<file path="src/logic/pcr_params.svh">
// offsets, field positions, reset values and timing counts of the chopper/event block
`ifndef PCR_PARAMS_SVH
`define PCR_PARAMS_SVH

// printed offsets are word indices: byte address is four times the index
`define PCR_OFF_FLAG_CLEAR   {2'b00, `PCR_IDX_FLAG_CLEAR, 2'b00}
`define PCR_OFF_FLAG_FORCE   {2'b00, `PCR_IDX_FLAG_FORCE, 2'b00}
`define PCR_OFF_CHOP_CTRL    {2'b00, `PCR_IDX_CHOP_CTRL, 2'b00}
`define PCR_OFF_FINE_CFG     {2'b00, `PCR_IDX_FINE_CFG, 2'b00}
`define PCR_OFF_IRQ_STATUS   12'h100
`define PCR_OFF_IRQ_MASK     12'h104
`define PCR_OFF_EVT_SELECT   12'h108
`define PCR_OFF_SHADOW_CMP   12'h10c
`define PCR_OFF_ACTIVE_CMP   12'h110

`define PCR_IDX_FLAG_CLEAR   8'h38
`define PCR_IDX_FLAG_FORCE   8'h3a
`define PCR_IDX_CHOP_CTRL    8'h3c
`define PCR_IDX_FINE_CFG     8'hc0

`define PCR_CHOP_MASK        16'h07ff
`define PCR_FINE_MASK        16'h000f
`define PCR_DUTY_RSVD        3'h7
`define PCR_OSHT_PRESCALE    3'h7
`define PCR_CHOP_RESET       16'h0000
`define PCR_FINE_RESET       16'h0000

`define PCR_BRESP_OKAY       2'b00
`define PCR_BRESP_SLVERR     2'b10

`endif

</file>
<file path="src/logic/pcr_pkg.sv">
// types of the chopper/event block
package pcr_pkg;

  // chopper control field layout
  typedef struct packed {
    logic [4:0] rsvd;
    logic [2:0] carrier_duty;
    logic [2:0] carrier_divider;
    logic [3:0] first_pulse_width;
    logic       carrier_gate_on;
  } pcr_chop_type;

  // fine edge configuration field layout
  typedef struct packed {
    logic [11:0] rsvd;
    logic        fine_shadow_load_event;
    logic        fine_source_select;
    logic [1:0]  fine_edge_select;
  } pcr_fine_type;

  // chopper sequencing
  typedef enum logic [1:0] {
    PCR_IDLE,
    PCR_FIRST,
    PCR_SUSTAIN
  } pcr_chop_state_type;

  // interrupt status/mask bits
  typedef struct packed {
    logic shadow_loaded;
    logic irq_pulse;
  } pcr_events_type;

endpackage

</file>
<file path="src/logic/pcr_top.sv">
// chopper, fine edge configuration and event flag registers behind an AXI4-Lite slave
// Behaviour
// - write one clears flag, reads zero
// - clearing flag re-arms DMA requests too
// - force sets flag, pulses if enabled
// - force zero ignored, reads zero
// - duty field gives (code+1)/8 high time, code 7 holds carrier low
// - divider field divides carrier by code+1
// - first pulse lasts code+1 sysclk/8 periods
// - gate bit zero bypasses chopper
// - fine register only when extension present
// - shadow load on period or zero
// - load select honoured only in duty mode
// - source bit picks compare or phase
// - edge field: off, rise, fall, both
// - no pulse while flag set, one pends
//
// Design decision made here: the AXI4-Lite register port.
`include "pcr_params.svh"

module pcr_top
  import pcr_pkg::*;
#(
  parameter bit HAS_FINE = 1'b1
)(
  input  wire logic        clk_i,
  input  wire logic        nrst_i,
  input  wire logic [11:0] s_axi_awaddr,
  input  wire logic        s_axi_awvalid,
  output      logic        s_axi_awready,
  input  wire logic [31:0] s_axi_wdata,
  input  wire logic [3:0]  s_axi_wstrb,
  input  wire logic        s_axi_wvalid,
  output      logic        s_axi_wready,
  output      logic [1:0]  s_axi_bresp,
  output      logic        s_axi_bvalid,
  input  wire logic        s_axi_bready,
  input  wire logic [11:0] s_axi_araddr,
  input  wire logic        s_axi_arvalid,
  output      logic        s_axi_arready,
  output      logic [31:0] s_axi_rdata,
  output      logic [1:0]  s_axi_rresp,
  output      logic        s_axi_rvalid,
  input  wire logic        s_axi_rready,
  input  wire logic        pwm_a_i,
  input  wire logic        pwm_b_i,
  input  wire logic        irq_event_i,
  input  wire logic        ctr_zero_i,
  input  wire logic        ctr_period_i,
  output      logic        pwm_a_o,
  output      logic        pwm_b_o,
  output      logic        module_irq_output_o,
  output      logic        dma_req_o,
  output      logic [1:0]  fine_edge_select_o,
  output      logic        fine_source_select_o,
  output      logic [7:0]  fine_compare_value_o,
  output      logic        irq_o
);

  // reset release through two flops
  logic rst_s1_q;
  logic rst_n;
  always_ff @(posedge clk_i or negedge nrst_i)
  begin
    if (!nrst_i)
    begin
      rst_s1_q <= 1'b0;
      rst_n    <= 1'b0;
    end
    else
    begin
      rst_s1_q <= 1'b1;
      rst_n    <= rst_s1_q;
    end
  end

  // ---- AXI4-Lite write side: address and data captured in any order
  logic        aw_held_q, aw_held_d;
  logic        w_held_q, w_held_d;
  logic        bvalid_q, bvalid_d;
  logic [1:0]  bresp_q, bresp_d;
  logic [11:0] awaddr_q, awaddr_d;
  logic [31:0] wdata_q, wdata_d;
  logic [3:0]  wstrb_q, wstrb_d;
  logic        wr_go;
  logic        wr_hit;

  assign s_axi_awready = !aw_held_q && !bvalid_q;
  assign s_axi_wready  = !w_held_q && !bvalid_q;
  assign s_axi_bvalid  = bvalid_q;
  assign s_axi_bresp   = bresp_q;
  assign wr_go         = aw_held_q && w_held_q && !bvalid_q;

  // write decode
  always_comb
  begin
    case (awaddr_q)
      `PCR_OFF_FLAG_CLEAR, `PCR_OFF_FLAG_FORCE, `PCR_OFF_CHOP_CTRL,
      `PCR_OFF_IRQ_STATUS, `PCR_OFF_IRQ_MASK, `PCR_OFF_EVT_SELECT,
      `PCR_OFF_SHADOW_CMP: wr_hit = 1'b1;
      `PCR_OFF_FINE_CFG:   wr_hit = HAS_FINE;
      default:             wr_hit = 1'b0;
    endcase
  end

  // write channel next state
  always_comb
  begin
    aw_held_d = aw_held_q;
    w_held_d  = w_held_q;
    bvalid_d  = bvalid_q;
    bresp_d   = bresp_q;
    awaddr_d  = awaddr_q;
    wdata_d   = wdata_q;
    wstrb_d   = wstrb_q;
    if (s_axi_awvalid && s_axi_awready)
    begin
      aw_held_d = 1'b1;
      awaddr_d  = {s_axi_awaddr[11:2], 2'b00};
    end
    if (s_axi_wvalid && s_axi_wready)
    begin
      w_held_d = 1'b1;
      wdata_d  = s_axi_wdata;
      wstrb_d  = s_axi_wstrb;
    end
    if (wr_go)
    begin
      aw_held_d = 1'b0;
      w_held_d  = 1'b0;
      bvalid_d  = 1'b1;
      bresp_d   = wr_hit ? `PCR_BRESP_OKAY : `PCR_BRESP_SLVERR;
    end
    else if (bvalid_q && s_axi_bready)
      bvalid_d = 1'b0;
  end

  always_ff @(posedge clk_i or negedge rst_n)
  begin
    if (!rst_n)
    begin
      aw_held_q <= 1'b0;
      w_held_q  <= 1'b0;
      bvalid_q  <= 1'b0;
      bresp_q   <= 2'b00;
      awaddr_q  <= 12'h000;
      wdata_q   <= 32'h0000_0000;
      wstrb_q   <= 4'h0;
    end
    else
    begin
      aw_held_q <= aw_held_d;
      w_held_q  <= w_held_d;
      bvalid_q  <= bvalid_d;
      bresp_q   <= bresp_d;
      awaddr_q  <= awaddr_d;
      wdata_q   <= wdata_d;
      wstrb_q   <= wstrb_d;
    end
  end

  // byte-lane merge of write data into 16-bit registers
  function automatic logic [15:0] merge16(input logic [15:0] old, input logic [31:0] nw, input logic [3:0] be);
    merge16 = {be[1] ? nw[15:8] : old[15:8], be[0] ? nw[7:0] : old[7:0]};
  endfunction

  logic wr_clear, wr_force, wr_chop, wr_fine, wr_stat, wr_mask, wr_sel, wr_shadow;
  assign wr_clear  = wr_go && awaddr_q == `PCR_OFF_FLAG_CLEAR && wstrb_q[0] && wdata_q[0];
  assign wr_force  = wr_go && awaddr_q == `PCR_OFF_FLAG_FORCE && wstrb_q[0] && wdata_q[0];
  assign wr_chop   = wr_go && awaddr_q == `PCR_OFF_CHOP_CTRL;
  assign wr_fine   = wr_go && awaddr_q == `PCR_OFF_FINE_CFG && HAS_FINE;
  assign wr_stat   = wr_go && awaddr_q == `PCR_OFF_IRQ_STATUS && wstrb_q[0];
  assign wr_mask   = wr_go && awaddr_q == `PCR_OFF_IRQ_MASK && wstrb_q[0];
  assign wr_sel    = wr_go && awaddr_q == `PCR_OFF_EVT_SELECT && wstrb_q[0];
  assign wr_shadow = wr_go && awaddr_q == `PCR_OFF_SHADOW_CMP && wstrb_q[0];

  // ---- configuration registers
  logic [15:0]    chop_q, chop_d;
  logic [15:0]    fine_q, fine_d;
  logic           irq_en_q, irq_en_d;
  logic [1:0]     mask_q, mask_d;
  logic [7:0]     shadow_q, shadow_d;
  pcr_chop_type   chop;
  pcr_fine_type   fine;
  assign chop = pcr_chop_type'(chop_q);
  assign fine = pcr_fine_type'(fine_q);

  always_comb
  begin
    chop_d   = chop_q;
    fine_d   = fine_q;
    irq_en_d = irq_en_q;
    mask_d   = mask_q;
    shadow_d = shadow_q;
    if (wr_chop)
      chop_d = merge16(chop_q, wdata_q, wstrb_q) & `PCR_CHOP_MASK;
    if (wr_fine)
      fine_d = merge16(fine_q, wdata_q, wstrb_q) & `PCR_FINE_MASK;
    if (wr_sel)
      irq_en_d = wdata_q[0];
    if (wr_mask)
      mask_d = wdata_q[1:0];
    if (wr_shadow)
      shadow_d = wdata_q[7:0];
  end

  always_ff @(posedge clk_i or negedge rst_n)
  begin
    if (!rst_n)
    begin
      chop_q   <= `PCR_CHOP_RESET;
      fine_q   <= `PCR_FINE_RESET;
      irq_en_q <= 1'b0;
      mask_q   <= 2'b00;
      shadow_q <= 8'h00;
    end
    else
    begin
      chop_q   <= chop_d;
      fine_q   <= fine_d;
      irq_en_q <= irq_en_d;
      mask_q   <= mask_d;
      shadow_q <= shadow_d;
    end
  end

  // ---- latched event flag, pending event, pulse generation
  logic flag_q, flag_d, pend_q, pend_d, pulse_q, pulse_d;
  logic active_q, active_d;
  logic load_evt;
  logic fire;
  always_comb
  begin
    flag_d  = flag_q;
    pend_d  = pend_q;
    pulse_d = 1'b0;
    fire    = 1'b0;
    if (wr_clear)
      flag_d = 1'b0;
    if (irq_event_i && irq_en_q)
    begin
      if (flag_d)
        pend_d = 1'b1;
      else
        fire = 1'b1;
    end
    else if (pend_q && !flag_d)
    begin
      pend_d = 1'b0;
      fire   = 1'b1;
    end
    if (fire)
    begin
      flag_d  = 1'b1;
      pulse_d = 1'b1;
    end
    if (wr_force)
    begin
      flag_d  = 1'b1;
      pulse_d = pulse_d | (irq_en_q && !flag_q);
    end
  end

  always_ff @(posedge clk_i or negedge rst_n)
  begin
    if (!rst_n)
    begin
      flag_q  <= 1'b0;
      pend_q  <= 1'b0;
      pulse_q <= 1'b0;
    end
    else
    begin
      flag_q  <= flag_d;
      pend_q  <= pend_d;
      pulse_q <= pulse_d;
    end
  end
  assign module_irq_output_o = pulse_q;
  assign dma_req_o           = pulse_q;

  // ---- fine edge shadow load
  always_comb
  begin
    active_d = active_q;
    load_evt = 1'b0;
    if (!fine.fine_source_select)
      load_evt = fine.fine_shadow_load_event ? ctr_zero_i : ctr_period_i;
    if (load_evt)
      active_d = 1'b1;
  end
  logic [7:0] fine_cmp_q, fine_cmp_d;
  assign fine_cmp_d = load_evt ? shadow_q : fine_cmp_q;
  always_ff @(posedge clk_i or negedge rst_n)
  begin
    if (!rst_n)
    begin
      fine_cmp_q <= 8'h00;
      active_q   <= 1'b0;
    end
    else
    begin
      fine_cmp_q <= fine_cmp_d;
      active_q   <= active_d;
    end
  end
  assign fine_compare_value_o = fine_cmp_q;
  assign fine_edge_select_o   = HAS_FINE ? fine.fine_edge_select : 2'b00;
  assign fine_source_select_o = HAS_FINE ? fine.fine_source_select : 1'b0;

  // ---- sticky status, mask, interrupt line
  logic [1:0] stat_q, stat_d;
  pcr_events_type evts;
  assign evts = '{shadow_loaded: load_evt, irq_pulse: pulse_q};
  always_comb
  begin
    stat_d = stat_q;
    if (wr_stat)
      stat_d = stat_q & ~wdata_q[1:0];
    stat_d = stat_d | evts; // set wins over clear
  end
  always_ff @(posedge clk_i or negedge rst_n)
  begin
    if (!rst_n)
      stat_q <= 2'b00;
    else
      stat_q <= stat_d;
  end
  assign irq_o = |(stat_q & mask_q);

  // ---- chopper: carrier shared, first pulse per channel
  logic [2:0] div_q, div_d;
  logic [2:0] phase_q, phase_d;
  logic       carrier;
  logic [1:0] pwm_in;
  assign pwm_in = {pwm_b_i, pwm_a_i};

  // divided clock ticks then an 8-phase carrier
  always_comb
  begin
    div_d   = div_q;
    phase_d = phase_q;
    if (div_q >= chop.carrier_divider)
    begin
      div_d   = 3'h0;
      phase_d = phase_q + 3'h1;
    end
    else
      div_d = div_q + 3'h1;
    carrier = (chop.carrier_duty != `PCR_DUTY_RSVD) && (phase_q <= chop.carrier_duty);
  end

  // carrier divider registers
  always_ff @(posedge clk_i or negedge rst_n)
  begin
    if (!rst_n)
    begin
      div_q   <= 3'h0;
      phase_q <= 3'h0;
    end
    else
    begin
      div_q   <= div_d;
      phase_q <= phase_d;
    end
  end

  // own sequencer per channel, so a pulse on one never skips the other's first pulse
  genvar ch;
  generate
    for (ch = 0; ch < 2; ch++)
    begin : g_chan
      pcr_chop_state_type st_q, st_d;
      logic [2:0]         osht_pre_q, osht_pre_d;
      logic [3:0]         osht_cnt_q, osht_cnt_d;
      logic               chopped;
      logic               out_d, out_q;

      // first pulse sequencing per pwm high phase
      always_comb
      begin
        st_d       = st_q;
        osht_pre_d = osht_pre_q;
        osht_cnt_d = osht_cnt_q;
        case (st_q)
          PCR_IDLE:
            if (pwm_in[ch])
            begin
              st_d       = PCR_FIRST;
              osht_pre_d = 3'h0;
              osht_cnt_d = chop.first_pulse_width;
            end
          PCR_FIRST:
            if (!pwm_in[ch])
              st_d = PCR_IDLE;
            else if (osht_pre_q == `PCR_OSHT_PRESCALE)
            begin
              osht_pre_d = 3'h0;
              if (osht_cnt_q == 4'h0)
                st_d = PCR_SUSTAIN;
              else
                osht_cnt_d = osht_cnt_q - 4'h1;
            end
            else
              osht_pre_d = osht_pre_q + 3'h1;
          PCR_SUSTAIN:
            if (!pwm_in[ch])
              st_d = PCR_IDLE;
          default:
            st_d = PCR_IDLE;
        endcase
      end

      // output gating
      assign chopped = (st_q == PCR_FIRST) | ((st_q == PCR_SUSTAIN) & carrier);
      assign out_d   = chop.carrier_gate_on ? (pwm_in[ch] & chopped) : pwm_in[ch];

      always_ff @(posedge clk_i or negedge rst_n)
      begin
        if (!rst_n)
        begin
          st_q       <= PCR_IDLE;
          osht_pre_q <= 3'h0;
          osht_cnt_q <= 4'h0;
          out_q      <= 1'b0;
        end
        else
        begin
          st_q       <= st_d;
          osht_pre_q <= osht_pre_d;
          osht_cnt_q <= osht_cnt_d;
          out_q      <= out_d;
        end
      end
    end
  endgenerate
  assign pwm_a_o = g_chan[0].out_q;
  assign pwm_b_o = g_chan[1].out_q;

  // ---- AXI4-Lite read side, one cycle to answer
  logic        rvalid_q, rvalid_d;
  logic [31:0] rdata_q, rdata_d;
  logic [1:0]  rresp_q, rresp_d;
  logic [11:0] ra;
  assign s_axi_arready = !rvalid_q;
  assign ra            = {s_axi_araddr[11:2], 2'b00};
  always_comb
  begin
    rvalid_d = rvalid_q;
    rdata_d  = rdata_q;
    rresp_d  = rresp_q;
    if (s_axi_arvalid && s_axi_arready)
    begin
      rvalid_d = 1'b1;
      rresp_d  = `PCR_BRESP_OKAY;
      case (ra)
        `PCR_OFF_FLAG_CLEAR: rdata_d = 32'h0000_0000;
        `PCR_OFF_FLAG_FORCE: rdata_d = 32'h0000_0000;
        `PCR_OFF_CHOP_CTRL:  rdata_d = {16'h0000, chop_q};
        `PCR_OFF_FINE_CFG:
        begin
          rdata_d = HAS_FINE ? {16'h0000, fine_q} : 32'h0000_0000;
          rresp_d = HAS_FINE ? `PCR_BRESP_OKAY : `PCR_BRESP_SLVERR;
        end
        `PCR_OFF_IRQ_STATUS: rdata_d = {29'h0000_0000, pend_q, stat_q};
        `PCR_OFF_IRQ_MASK:   rdata_d = {30'h0000_0000, mask_q};
        `PCR_OFF_EVT_SELECT: rdata_d = {30'h0000_0000, flag_q, irq_en_q};
        `PCR_OFF_SHADOW_CMP: rdata_d = {24'h00_0000, shadow_q};
        `PCR_OFF_ACTIVE_CMP: rdata_d = {23'h00_0000, active_q, fine_cmp_q};
        default:
        begin
          rdata_d = 32'h0000_0000;
          rresp_d = `PCR_BRESP_SLVERR;
        end
      endcase
    end
    else if (rvalid_q && s_axi_rready)
      rvalid_d = 1'b0;
  end
  always_ff @(posedge clk_i or negedge rst_n)
  begin
    if (!rst_n)
    begin
      rvalid_q <= 1'b0;
      rdata_q  <= 32'h0000_0000;
      rresp_q  <= 2'b00;
    end
    else
    begin
      rvalid_q <= rvalid_d;
      rdata_q  <= rdata_d;
      rresp_q  <= rresp_d;
    end
  end
  assign s_axi_rvalid = rvalid_q;
  assign s_axi_rdata  = rdata_q;
  assign s_axi_rresp  = rresp_q;

endmodule // pcr_top
</file>
<file path="config.mk">
export PLATFORM = sky130hd
export DESIGN_NAME = pcr_top
export DESIGN_NICKNAME = d
export VERILOG_FILES = /design/src/logic/pcr_pkg.sv /design/src/logic/pcr_top.sv
export VERILOG_INCLUDE_DIRS = /design/src /design/src/logic
export SDC_FILE = /design/constraint.sdc
export NUM_CORES = 1
export LEC_CHECK = 0
export BUFFER_PORTS_ARGS = -buffer_cell sky130_fd_sc_hd__buf_2
export CORE_ASPECT_RATIO = 1.5
export CORE_MARGIN = 10
export CORE_UTILIZATION = 44
export DETAILED_ROUTE_END_ITERATION = 7
export MAX_ROUTING_LAYER = met4
export PLACE_DENSITY_LB_ADDON = 0.1
export SLEW_MARGIN = 20
export SYNTH_ARGS = -nofsm -noshare
export SYNTH_HDL_FRONTEND = slang
export SYNTH_SLANG_ARGS = --single-unit
</file>
<file path="constraint.sdc">
create_clock -name clk_i -period 7.1 [get_ports clk_i]
set_input_delay 0.71 -clock clk_i [delete_from_list [all_inputs] [get_ports clk_i]]
set_output_delay 0.71 -clock clk_i [all_outputs]
set_load 0.02 [all_outputs]
</file>
* After elaboration in Yosys (flattened, before gate mapping) *
Cells that the tools add are included.

word-level totals
  register bits after elaboration = 131
  bits of input ports = 72
  output and inout port bits = 57
  logic and storage cells = 210

operators by class
  add/sub/neg operators = 6
  magnitude comparators = 2
  equality and inequality tests = 39
  mux-type cells = 59
  bitwise gates (word level) = 11
  reduce and logical (&&, ||, !) cells = 59

operators with widths
  kind                                                  count
  equality test 10 x 7 -> 1 bit, second input constant  9
  case mux 11 bit (7 select lines)                      1
  equality test 10 x 6 -> 1 bit, second input constant  6
  two-way mux 4 bit                                     8
  logical AND 1 bit                                     29
  two-way mux 2 bit                                     13
  two-way mux 1 bit                                     24
  inequality test 2 bit, second input constant          11
  two-way mux 3 bit                                     7
  equality test 10 x 8 -> 1 bit, second input constant  2
  case mux 4 bit (2 select lines)                       2
  inequality test 3 bit, second input constant          5
  nonzero test 2 bit                                    7
  adder 3 x 1 -> 3 bit, second input constant           4
  case mux 2 bit (3 select lines)                       2
  case mux 3 bit (2 select lines)                       2
  AND reduction 5 bit                                   2
  OR reduction 9 bit                                    1
  logical NOT 4 bit                                     2
  AND reduction 2 bit                                   4
  AND reduction 4 bit                                   2
  OR reduction 8 bit                                    1
  subtractor 4 x 1 -> 4 bit, second input constant      2
  equality test 3 bit, second input constant            2
  13 further kinds                                      28

* Logic depth before layout (Yosys ltp) *
Gate-level depths: netlist (run 1).

  depth in word-level cells = 13
  gate-level depth with buffers = 7
  depth with buffers taken out = 7

* Least setup slack after synthesis (run 1) *
OpenSTA, ideal clock, no wires.

  kind = in2reg
  from = input s_axi_araddr[7]
  to = register rdata_q[0] (netlist: s_axi_rdata[0])
  data arrival time = 2.137 ns
  path slack = 4.897 ns
  stages on the path = 5
  buffers on the path = 0
  cell sequence = or4b_1 nor3_2 nor4_1 nor2_2 a22o_1

on the way
  longest elaborated chain between the ends = 2

ends and longest elaborated chain
  element                                                      line            text
  from (decl)                                                  pcr_top.sv:38   input wire logic [11:0] s_axi_araddr,
  equality test 10 x 7 -> 1 bit, or another cell as far along  pcr_top.sv:456  case (ra)
  case mux 11 bit (7 select lines) (*)                         pcr_top.sv:456
  to (signal assigned)                                         pcr_top.sv:491  rdata_q <= rdata_d;
  to (decl)                                                    pcr_top.sv:442  logic [31:0] rdata_q, rdata_d;

Mark *: on every way between the ends. The rest lies on a longest branch, timed or not.
A chain may end at the register's enable or synchronous reset.

* Worst setup path in the final report (run 1) *
  from = input s_axi_araddr[8]
  to = register rdata_q[3] (netlist: s_axi_rdata[3])

The elaborated chain is that of the path after synthesis.

==> run_results.csv, run 1 <==
group,metric,value,unit
sta,setup_slack,4.52,ns
sta,rsz0062_at_grt,"false",
clocking,clock-root-buffer,"clkbuf_16",
worst_setup_path,cp.required,7.38,ns
power,switching_power,0.532,mW
global_routing,grt_pass1_vias,3597,
route,viasPerCell,5.28,
power,intPower,1.25,mW
cells_and_area,drive_gt1_share,31.3,%
clocking,post_cts_buffers,0,
yosys,synth.distinct_cells,55,
place,place_area,5590,µm²
clocking,cts_hold_buf,0,
worst_setup_path,crit_type,"in2reg",
global_routing,grtUsageTotal,14.6,%
route,post_drt_wl_per_cell,17.0,µm
place,detailed_place_hpwl,8850,µm
cells_and_area,multi_input_area,2230,µm²
place,gp_congestion,0.820,
yosys,ys_seq_area_share,52.5,%
global_routing,grt_pass1_wl,18700,µm
cells_and_area,final_util,51.5,%
route,postRouteWirelength,11600,µm
cells_and_area,num-fill-cells,1060,
yosys,syn_avg_cell_area,11.5,µm²
sta,setup_violations,0,
power,seq_power_share,48.4,%
job,drv_cap,0,
die,core,11500,µm²
sta,slew_violations,0,
route,via_count,3587,
clocking,htree_levels,3,
place,io_buffers,78,
worst_setup_path,crit_arrival,2.86,ns
clocking,insertion_delay,0.34,ns
die,die_h,152,µm
status,status,"completed",
worst_setup_path,worstSetupStartpointType,"input port",
power,p_leak,2.86,nW
sta,fin_crit_sh,36.3,%
cells_and_area,final_common_cell,"dfrtp_1",
route,drc,0,
yosys,synthTopCellsByArea,"dfrtp_1 53%, mux2_2 12%, buf_4 3.9%, ha_1 3.4%, o21ai_0 2.6%",
clocking,cts_resized,0,
cells_and_area,fin_area,5910,µm²
cells_and_area,regArea,2710,µm²
clocking,cts.path.max_buffers,2,
yosys,ys_ff_latch,108,
die,dieArea,16500,µm²
clocking,clock-sinks,108,
sta,period_minus_slack,2.58,ns
route,detail-route-antenna-nets,0,
clocking,tritoncts,"done",
place,place_ws,4.14,ns
power,cellPowerDensity,301,nW/µm²
sta,holdWs,0.133,ns
global_routing,grt_overflow,0,
power,swShare,29.9,%
sta,maxClockFrequency,388,MHz
yosys,yosysTopAreaCell,"dfrtp_1",
yosys,synth_edf_count,0,
cells_and_area,antenna-diode-count,0,
global_routing,antenna_found_initial,0,
global_routing,grt_max_degree,82,
power,peakVddDrop,0.177,mV
die,initial_core_util,44.9,%
sta,max-slew-margin-rel,27.6,%
clocking,cts_made_buffers,9,
min_path,hold_path.class,"in2async",
sta,hold_viol_final,0,
cells_and_area,fin_nets,611,
yosys,synthFlopType,"dfrtp_1",
route,drt_iter0_drc,155,
cells_and_area,syn2layout_area_growth,14.9,%
yosys,synth-async-reset-ratio,100,%
die,ios,129,
yosys,yosysWarnings,0,
die,row_count,48,
clocking,clk_pin_slew,0.07,ns
cells_and_area,final_cell_mix,"107 x dfrtp_1, 78 x buf_2, 54 x mux2_2",
yosys,synth_area,5150,µm²
worst_setup_path,worstPathMaxFanout,12,
yosys,syn_inst,449,
yosys,synth_top_area_share,52.5,%
sta,worst_slew_pin_slew,1.08,ns
route,dr.pass1.iters,7,
sta,tns,0,ns
worst_setup_path,end_kind,"flop",
sta,fin_worst_skew,0.00605,ns
power,pwr-share-comb,21.7,%
power,clkPwrFrac,29.9,%
die,die_x,108,µm
## synthesized netlist by cell type (4+ instances only)
| cell | number |
|---|---|
| nand2b_1 | 9 |
| a222oi_1 | 4 |
| nor2_1 | 21 |
| a21o_1 | 6 |
| nand3_1 | 11 |
| nor3_1 | 9 |
| nand2_1 | 35 |
| dfrtp_1 | 108 |
| inv_1 | 17 |
| o21ai_0 | 27 |
| or4_1 | 4 |
| buf_4 | 27 |
| a22o_1 | 8 |
| mux2_2 | 54 |
| a22oi_1 | 8 |
| or3_1 | 4 |
| o31ai_1 | 4 |
| o21a_1 | 5 |
| a21oi_1 | 8 |
| clkbuf_1 | 9 |
| ha_1 | 14 |
| nor2b_1 | 8 |
## final timing paths
check,from,endpoint,slack (ns),depth (start not counted)
min in group clk_i,rst_s1_q,rst_n,0.36,0
worst max-delay path,s_axi_araddr[8],s_axi_rdata[3],4.52,7
max in group asynchronous,rst_n,g_chan[0].osht_pre_q[1],5.80,1
worst min register to register,rst_n,wdata_q[6],0.24,0
worst min-delay path,nrst_i,rst_s1_q,0.13,1
worst max register to register,awaddr_q[5],shadow_q[1],4.90,5
## per-layer routing
metal	wire length, µm	GRT usage (%)	vias to the layer above
li1	-	-	1714
met1	4720	16.9	1784
met2	6200	24.3	78
met3	463	2.67	11
met4	179	5.55	0
met5	0	-	-
## cell families (layout without fill, tap and decap cells)
kind of cell	after synthesis	after routing	share of synthesized area, %
muxes	59	59	13.4
DFF	108	108	52.5
other	2	24	0.146
adders and majority gates	15	15	3.60
buffers and inverters	54	113	5.93
xor gates and xnor gates	3	3	0.511
AOI/OAI and AO/OA	77	77	9.87
and+or+nand+nor	131	131	14.1
## worst max-delay path, stage by stage
cell and delay, ns:
buf_2 0.11, or4_1 0.56, nor3_2 0.75, nor4_1 0.15, buf_4 0.21, nor2_2 0.19, a22o_1 0.17
## sequential cells by signal, summed over array words and instances (netlist names), 2 cells and up
register and count:
awaddr_q 10, chop 11, div_q 3, fine 4, fine_compare_value_o 8, g_chan.osht_cnt_q 8, g_chan.osht_pre_q 6, g_chan.st_q 4
mask_q 2, phase_q 3, s_axi_rdata 11, shadow_q 8, stat_q 2, wdata_q 11, wstrb_q 2
## cell type report
type                    count  area share, %
flip-flops and latches    108           45.8
clock buffers              12           4.17
inverters                  17           1.08
clock inverters             4           1.23
well taps                 150           3.17
multi-input cells         309           37.7
repair buffers             80           6.92
## through the flow
stage	instances	total power, mW
6_report	680	1.78
5_1_grt	680	1.90
4_1_cts	680	1.80
3_5_place_dp	664	1.26
3_3_place_gp	664	1.24
2_1_floorplan	471	1.16
## power by group through the flow
stage / Combinational, mW / Clock (mW) / Sequential, mW
6_report: 0.386 / 0.532 / 0.862
4_1_cts: 0.391 / 0.549 / 0.865
2_1_floorplan: 0.311 / 0 / 0.846
3_5_place_dp: 0.387 / 0 / 0.877
5_1_grt: 0.440 / 0.577 / 0.886
3_3_place_gp: 0.373 / 0 / 0.871
No activity file was read; power rests on OpenSTA's default activity.
==> run 2, diff against run 1 <==
==> constraint.sdc (replaced) <==
create_clock -name clk_i -period 2.5 [get_ports clk_i]
set_input_delay 0.25 -clock clk_i [delete_from_list [all_inputs] [get_ports clk_i]]
set_output_delay 0.25 -clock clk_i [all_outputs]
set_load 0.02 [all_outputs]
==> run 2 against run 1 <==
  * Count of clock-buffer cells in the layout is the same
  * Die area is the same
  * Cell area grew 1.7%
  * Worst setup slack got worse by 4.2 ns
  * Flip-flop and latch count is the same
  * Combinational power rose to 2.8 times the previous value
  * First-iteration DRC count decreased by 14%
==> run_results.csv, run 2 (synthesis gave the netlist of run 1 again) <==
group,metric,value,unit
status,status,"completed",
die,die_h,152,µm
clocking,cts_resized,0,
clocking,clk_pin_slew,0.07,ns
cells_and_area,antenna-diode-count,0,
sta,period_minus_slack,2.17,ns
sta,tns,0,ns
worst_setup_path,worstSetupStartpointType,"flop",
global_routing,grt_max_degree,45,
clocking,clock-root-buffer,"clkbuf_16",
power,switching_power,1.50,mW
die,row_count,48,
power,swShare,29.6,%
place,io_buffers,78,
route,via_count,3585,
worst_setup_path,crit_type,"reg2reg",
die,core,11500,µm²
job,drv_cap,0,
clocking,clock-sinks,108,
power,p_leak,2.93,nW
power,clkPwrFrac,30.2,%
worst_setup_path,end_kind,"flop",
clocking,tritoncts,"done",
die,initial_core_util,44.9,%
route,viasPerCell,5.17,
clocking,insertion_delay,0.34,ns
sta,fin_crit_sh,87.0,%
place,gp_congestion,0.829,
sta,max-slew-margin-rel,52.5,%
global_routing,grt_pass1_wl,19700,µm
clocking,cts_hold_buf,1,
sta,slew_violations,0,
die,dieArea,16500,µm²
route,post_drt_wl_per_cell,17.0,µm
power,peakVddDrop,0.640,mV
global_routing,grt_pass1_vias,3917,
clocking,htree_levels,3,
power,intPower,3.58,mW
worst_setup_path,cp.required,2.72,ns
cells_and_area,final_common_cell,"dfrtp_1",
min_path,hold_path.class,"in2reg",
clocking,cts_made_buffers,9,
route,detail-route-antenna-nets,0,
power,cellPowerDensity,846,nW/µm²
die,ios,129,
sta,fin_worst_skew,0.00904,ns
route,dr.pass1.iters,4,
global_routing,grt_overflow,0,
cells_and_area,fin_nets,624,
global_routing,grtUsageTotal,15.2,%
worst_setup_path,crit_arrival,2.40,ns
cells_and_area,final_util,52.4,%
sta,rsz0062_at_grt,"false",
power,seq_power_share,48.3,%
clocking,post_cts_buffers,0,
power,pwr-share-comb,21.5,%
route,drc,0,
worst_setup_path,worstPathMaxFanout,8,
place,detailed_place_hpwl,9280,µm
cells_and_area,drive_gt1_share,32.8,%
route,drt_iter0_drc,134,
cells_and_area,syn2layout_area_growth,16.8,%
route,postRouteWirelength,11800,µm
die,die_x,108,µm
cells_and_area,final_cell_mix,"107 x dfrtp_1, 78 x buf_2, 54 x mux2_2",
sta,setup_violations,0,
clocking,cts.path.max_buffers,2,
sta,worst_slew_pin_slew,0.713,ns
sta,hold_viol_final,0,
global_routing,antenna_found_initial,0,
sta,maxClockFrequency,460,MHz
-- run 2: layout make-up --
cell class	count	area [µm²]
clock buffers	12	256
clock inverters	4	72.6
fillers	1057	5460
inverters	17	63.8
multi-input cells	309	2220
flip-flops and latches	108	2710
well taps	150	188
repair buffers	93	505
-- run 2: final timing paths --
kind                       depth (start not counted)                 to    startpoint  slack [ns]
max                                                5        shadow_q[2]   awaddr_q[5]        0.33
min                                                2       s_axi_bvalid  s_axi_bready        0.09
max reg2reg                                        5        shadow_q[2]   awaddr_q[5]        0.33
min reg2reg                                        0         wdata_q[1]         rst_n        0.34
max in group asynchronous                          1  g_chan[0].st_q[1]         rst_n        1.48
min in group asynchronous                          2              rst_n        nrst_i        0.21
-- run 2: per-stage QoR --
stage	hold slack, ns	cells	setup slack, ns	power [mW]	area (µm²)
after global placement	0.0374	676	0.335	3.55	5670
after floorplan	-0.0456	471	0.423	3.29	5230
after detailed placement	0.0372	676	0.310	3.61	5670
after CTS	0.0867	693	0.297	5.16	6010
after global routing	0.0999	693	0.212	5.41	6010
final	0.0928	693	0.325	5.09	6010
-- run 2: per-layer routing --
layer / vias to the layer above / global-route usage [%] / share of wire (%)
met5: - / - / 0
met4: 0 / 4.10 / 1.2
met3: 12 / 2.84 / 3.3
met2: 56 / 26.9 / 55
met1: 1789 / 16.8 / 41
li1: 1728 / - / -
-- run 2: critical path: stages, from the launching register on --
cell and delay [ns]:
dfrtp_1 0.38, or4b_4 0.56, or3_4 0.41, nor2_4 0.12
nand3_2 0.24, mux2_2 0.35
-- run 2: power groups by stage --
stage          registers (mW)  logic, mW  clock network [mW]
2_1_floorplan            2.40      0.885                   0
3_3_place_gp             2.48       1.06                   0
3_5_place_dp             2.50       1.11                   0
4_1_cts                  2.47       1.11                1.58
5_1_grt                  2.53       1.24                1.64
6_report                 2.46       1.09                1.54
==> run 3, diff against run 2 <==
==> constraint.sdc (replaced) <==
create_clock -name clk_i -period 1.9 [get_ports clk_i]
set_input_delay 0.19 -clock clk_i [delete_from_list [all_inputs] [get_ports clk_i]]
set_output_delay 0.19 -clock clk_i [all_outputs]
set_load 0.02 [all_outputs]
==> run 3 against run 2 <==
  * The run now ends with negative setup slack left
  * Worst setup slack got worse by 0.46 ns
  * Clock power up 19%
  * Combinational power increased by 73%
  * Die area did not move
  * Flip-flop and latch count is the same
  * Clock skew increased by 0.0016 ns
  * Global-route usage up 0.097 points
  * Register-to-register slack got worse by 0.46 ns
  * Sequential power grew 29%
  * Count of clock-buffer cells in the layout fell by 2
  * Total power grew 36%
  * Largest cell class unchanged
  * Highest routed layer unchanged
==> run_results.csv, run 3 (synthesis gave the netlist of run 1 again) <==
group,metric,value,unit
die,row_count,48,
power,p_leak,3.07,nW
power,peakVddDrop,0.805,mV
sta,period_minus_slack,2.04,ns
cells_and_area,final_common_cell,"dfrtp_1",
clocking,clk_pin_slew,0.08,ns
die,ios,129,
worst_setup_path,worstPathMaxFanout,3,
die,dieArea,16500,µm²
die,initial_core_util,44.9,%
power,cellPowerDensity,1090,nW/µm²
route,post_drt_wl_per_cell,16.7,µm
clocking,tritoncts,"done",
sta,rsz0062_at_grt,"true",
sta,fin_crit_sh,107,%
sta,setup_slack,-0.137,ns
clocking,insertion_delay,0.35,ns
global_routing,grtUsageTotal,15.3,%
clocking,cts.path.max_buffers,2,
route,postRouteWirelength,12100,µm
cells_and_area,fin_area,6300,µm²
global_routing,grt_pass1_vias,4003,
status,violations,"negative setup slack",
die,die_h,152,µm
clocking,cts_made_buffers,9,
die,die_x,108,µm
global_routing,grt_max_degree,38,
sta,slew_violations,0,
global_routing,grt_pass1_wl,19700,µm
place,detailed_place_hpwl,9560,µm
sta,hold_viol_final,0,
route,dr.pass1.iters,5,
cells_and_area,fin_nets,654,
worst_setup_path,cp_cell_sequence,"or4b_4 -> or3_4 -> or3_4 -> mux2_4",
global_routing,grt_overflow,0,
worst_setup_path,end_kind,"flop",
cells_and_area,num-fill-cells,1038,
place,io_buffers,78,
min_path,hold_path.class,"in2reg",
status,status,"complete, but fails checks",
cells_and_area,drive_gt1_share,38.9,%
route,drt_iter0_drc,109,
sta,max-slew-margin-rel,53.7,%
sta,holdWs,0.00479,ns
worst_setup_path,crit_type,"reg2reg",
route,drc,0,
place,place_ws,-0.130,ns
place,gp_congestion,0.834,
sta,fin_worst_skew,0.0107,ns
clocking,clock-root-buffer,"clkbuf_16",
worst_setup_path,cp.required,2.14,ns
place,place_area,5910,µm²
worst_setup_path,crit_slowest_cell,"or4b_4",
global_routing,antenna_found_initial,0,
route,viasPerCell,5.21,
cells_and_area,final_cell_mix,"105 x dfrtp_1, 78 x buf_2, 53 x mux2_2",
clocking,clock-sinks,108,
sta,worst_slew_pin_slew,0.688,ns
worst_setup_path,worstSetupStartpointType,"flop",
sta,maxClockFrequency,491,MHz
worst_setup_path,slowest_delay,0.54,ns
cells_and_area,syn2layout_area_growth,22.4,%
clocking,htree_levels,3,
route,detail-route-antenna-nets,0,
die,core,11500,µm²
cells_and_area,antenna-diode-count,0,
route,via_count,3764,
worst_setup_path,crit_top_cell,"or3_4",
job,drv_cap,0,
worst_setup_path,crit_arrival,2.28,ns
sta,setup_violations,14,
[run 3: metrics by stage]
stage                     std cells  setup TNS (ns)  utilization, %  power (mW)
after global placement          702          -0.757            51.5        4.98
after global routing            723           -2.42            54.9        7.32
after CTS                       720           -1.51            54.4        6.93
after detailed placement        702           -1.34            51.5        5.06
final                           723           -1.28            54.9        6.89
after floorplan                 471          -0.279               -        4.35
[run 3: worst paths after layout]
path	slack, ns	to	startpoint	cells after the start
hold / removal	0.005	s_axi_bvalid	s_axi_bready	2
hold reg to reg	0.31	w_held_q	rst_n	0
min in group asynchronous	0.14	rst_n	nrst_i	2
setup / recovery	-0.14	irq_en_q	awaddr_q[5]	4
setup reg to reg	-0.14	irq_en_q	awaddr_q[5]	4
max in group asynchronous	0.97	awaddr_q[3]	rst_n	1
[run 3: final cells by class]
class,instances,area (µm²),share of cell area (%)
clock buffers,10,239,3.79
clock inverters,6,55.1,0.874
inverters,17,63.8,1.01
multi-input cells,309,2280,36.3
flip-flops and latches,108,2710,43.0
well taps,150,188,2.98
repair buffers,123,759,12.1
[run 3: critical path, delay by kind of cell, from the launching register on]
family | cells | cell delay [ns]
DFF | 1 | 0.38
muxes | 1 | 0.30
and+or+nand+nor | 3 | 1.25
[run 3: timing repair]
action | CTS | global route
gates resized for setup | 6 | 9
pin swaps | 4 | 9
buffers inserted | 1 | 3
endpoints found under the setup margin | 20 | 27
hold endpoints to repair | 2 | 0
hold buffers | 1 | 0
[run 3: routing by layer]
layer / vias up / share of wire (%) / GRT usage, %
met2: 87 / 54 / 26.4
li1: 1802 / - / -
met5: - / 0 / -
met1: 1850 / 40 / 16.3
met4: 0 / 2.8 / 7.88
met3: 25 / 3.7 / 2.29
[run 3: report_power, final]
group / total (mW) / internal, mW / switching (mW)
clock network: 1.83 / 0.951 / 0.882
registers: 3.18 / 2.77 / 0.402
logic: 1.89 / 0.988 / 0.898
total: 6.89 / 4.71 / 2.18
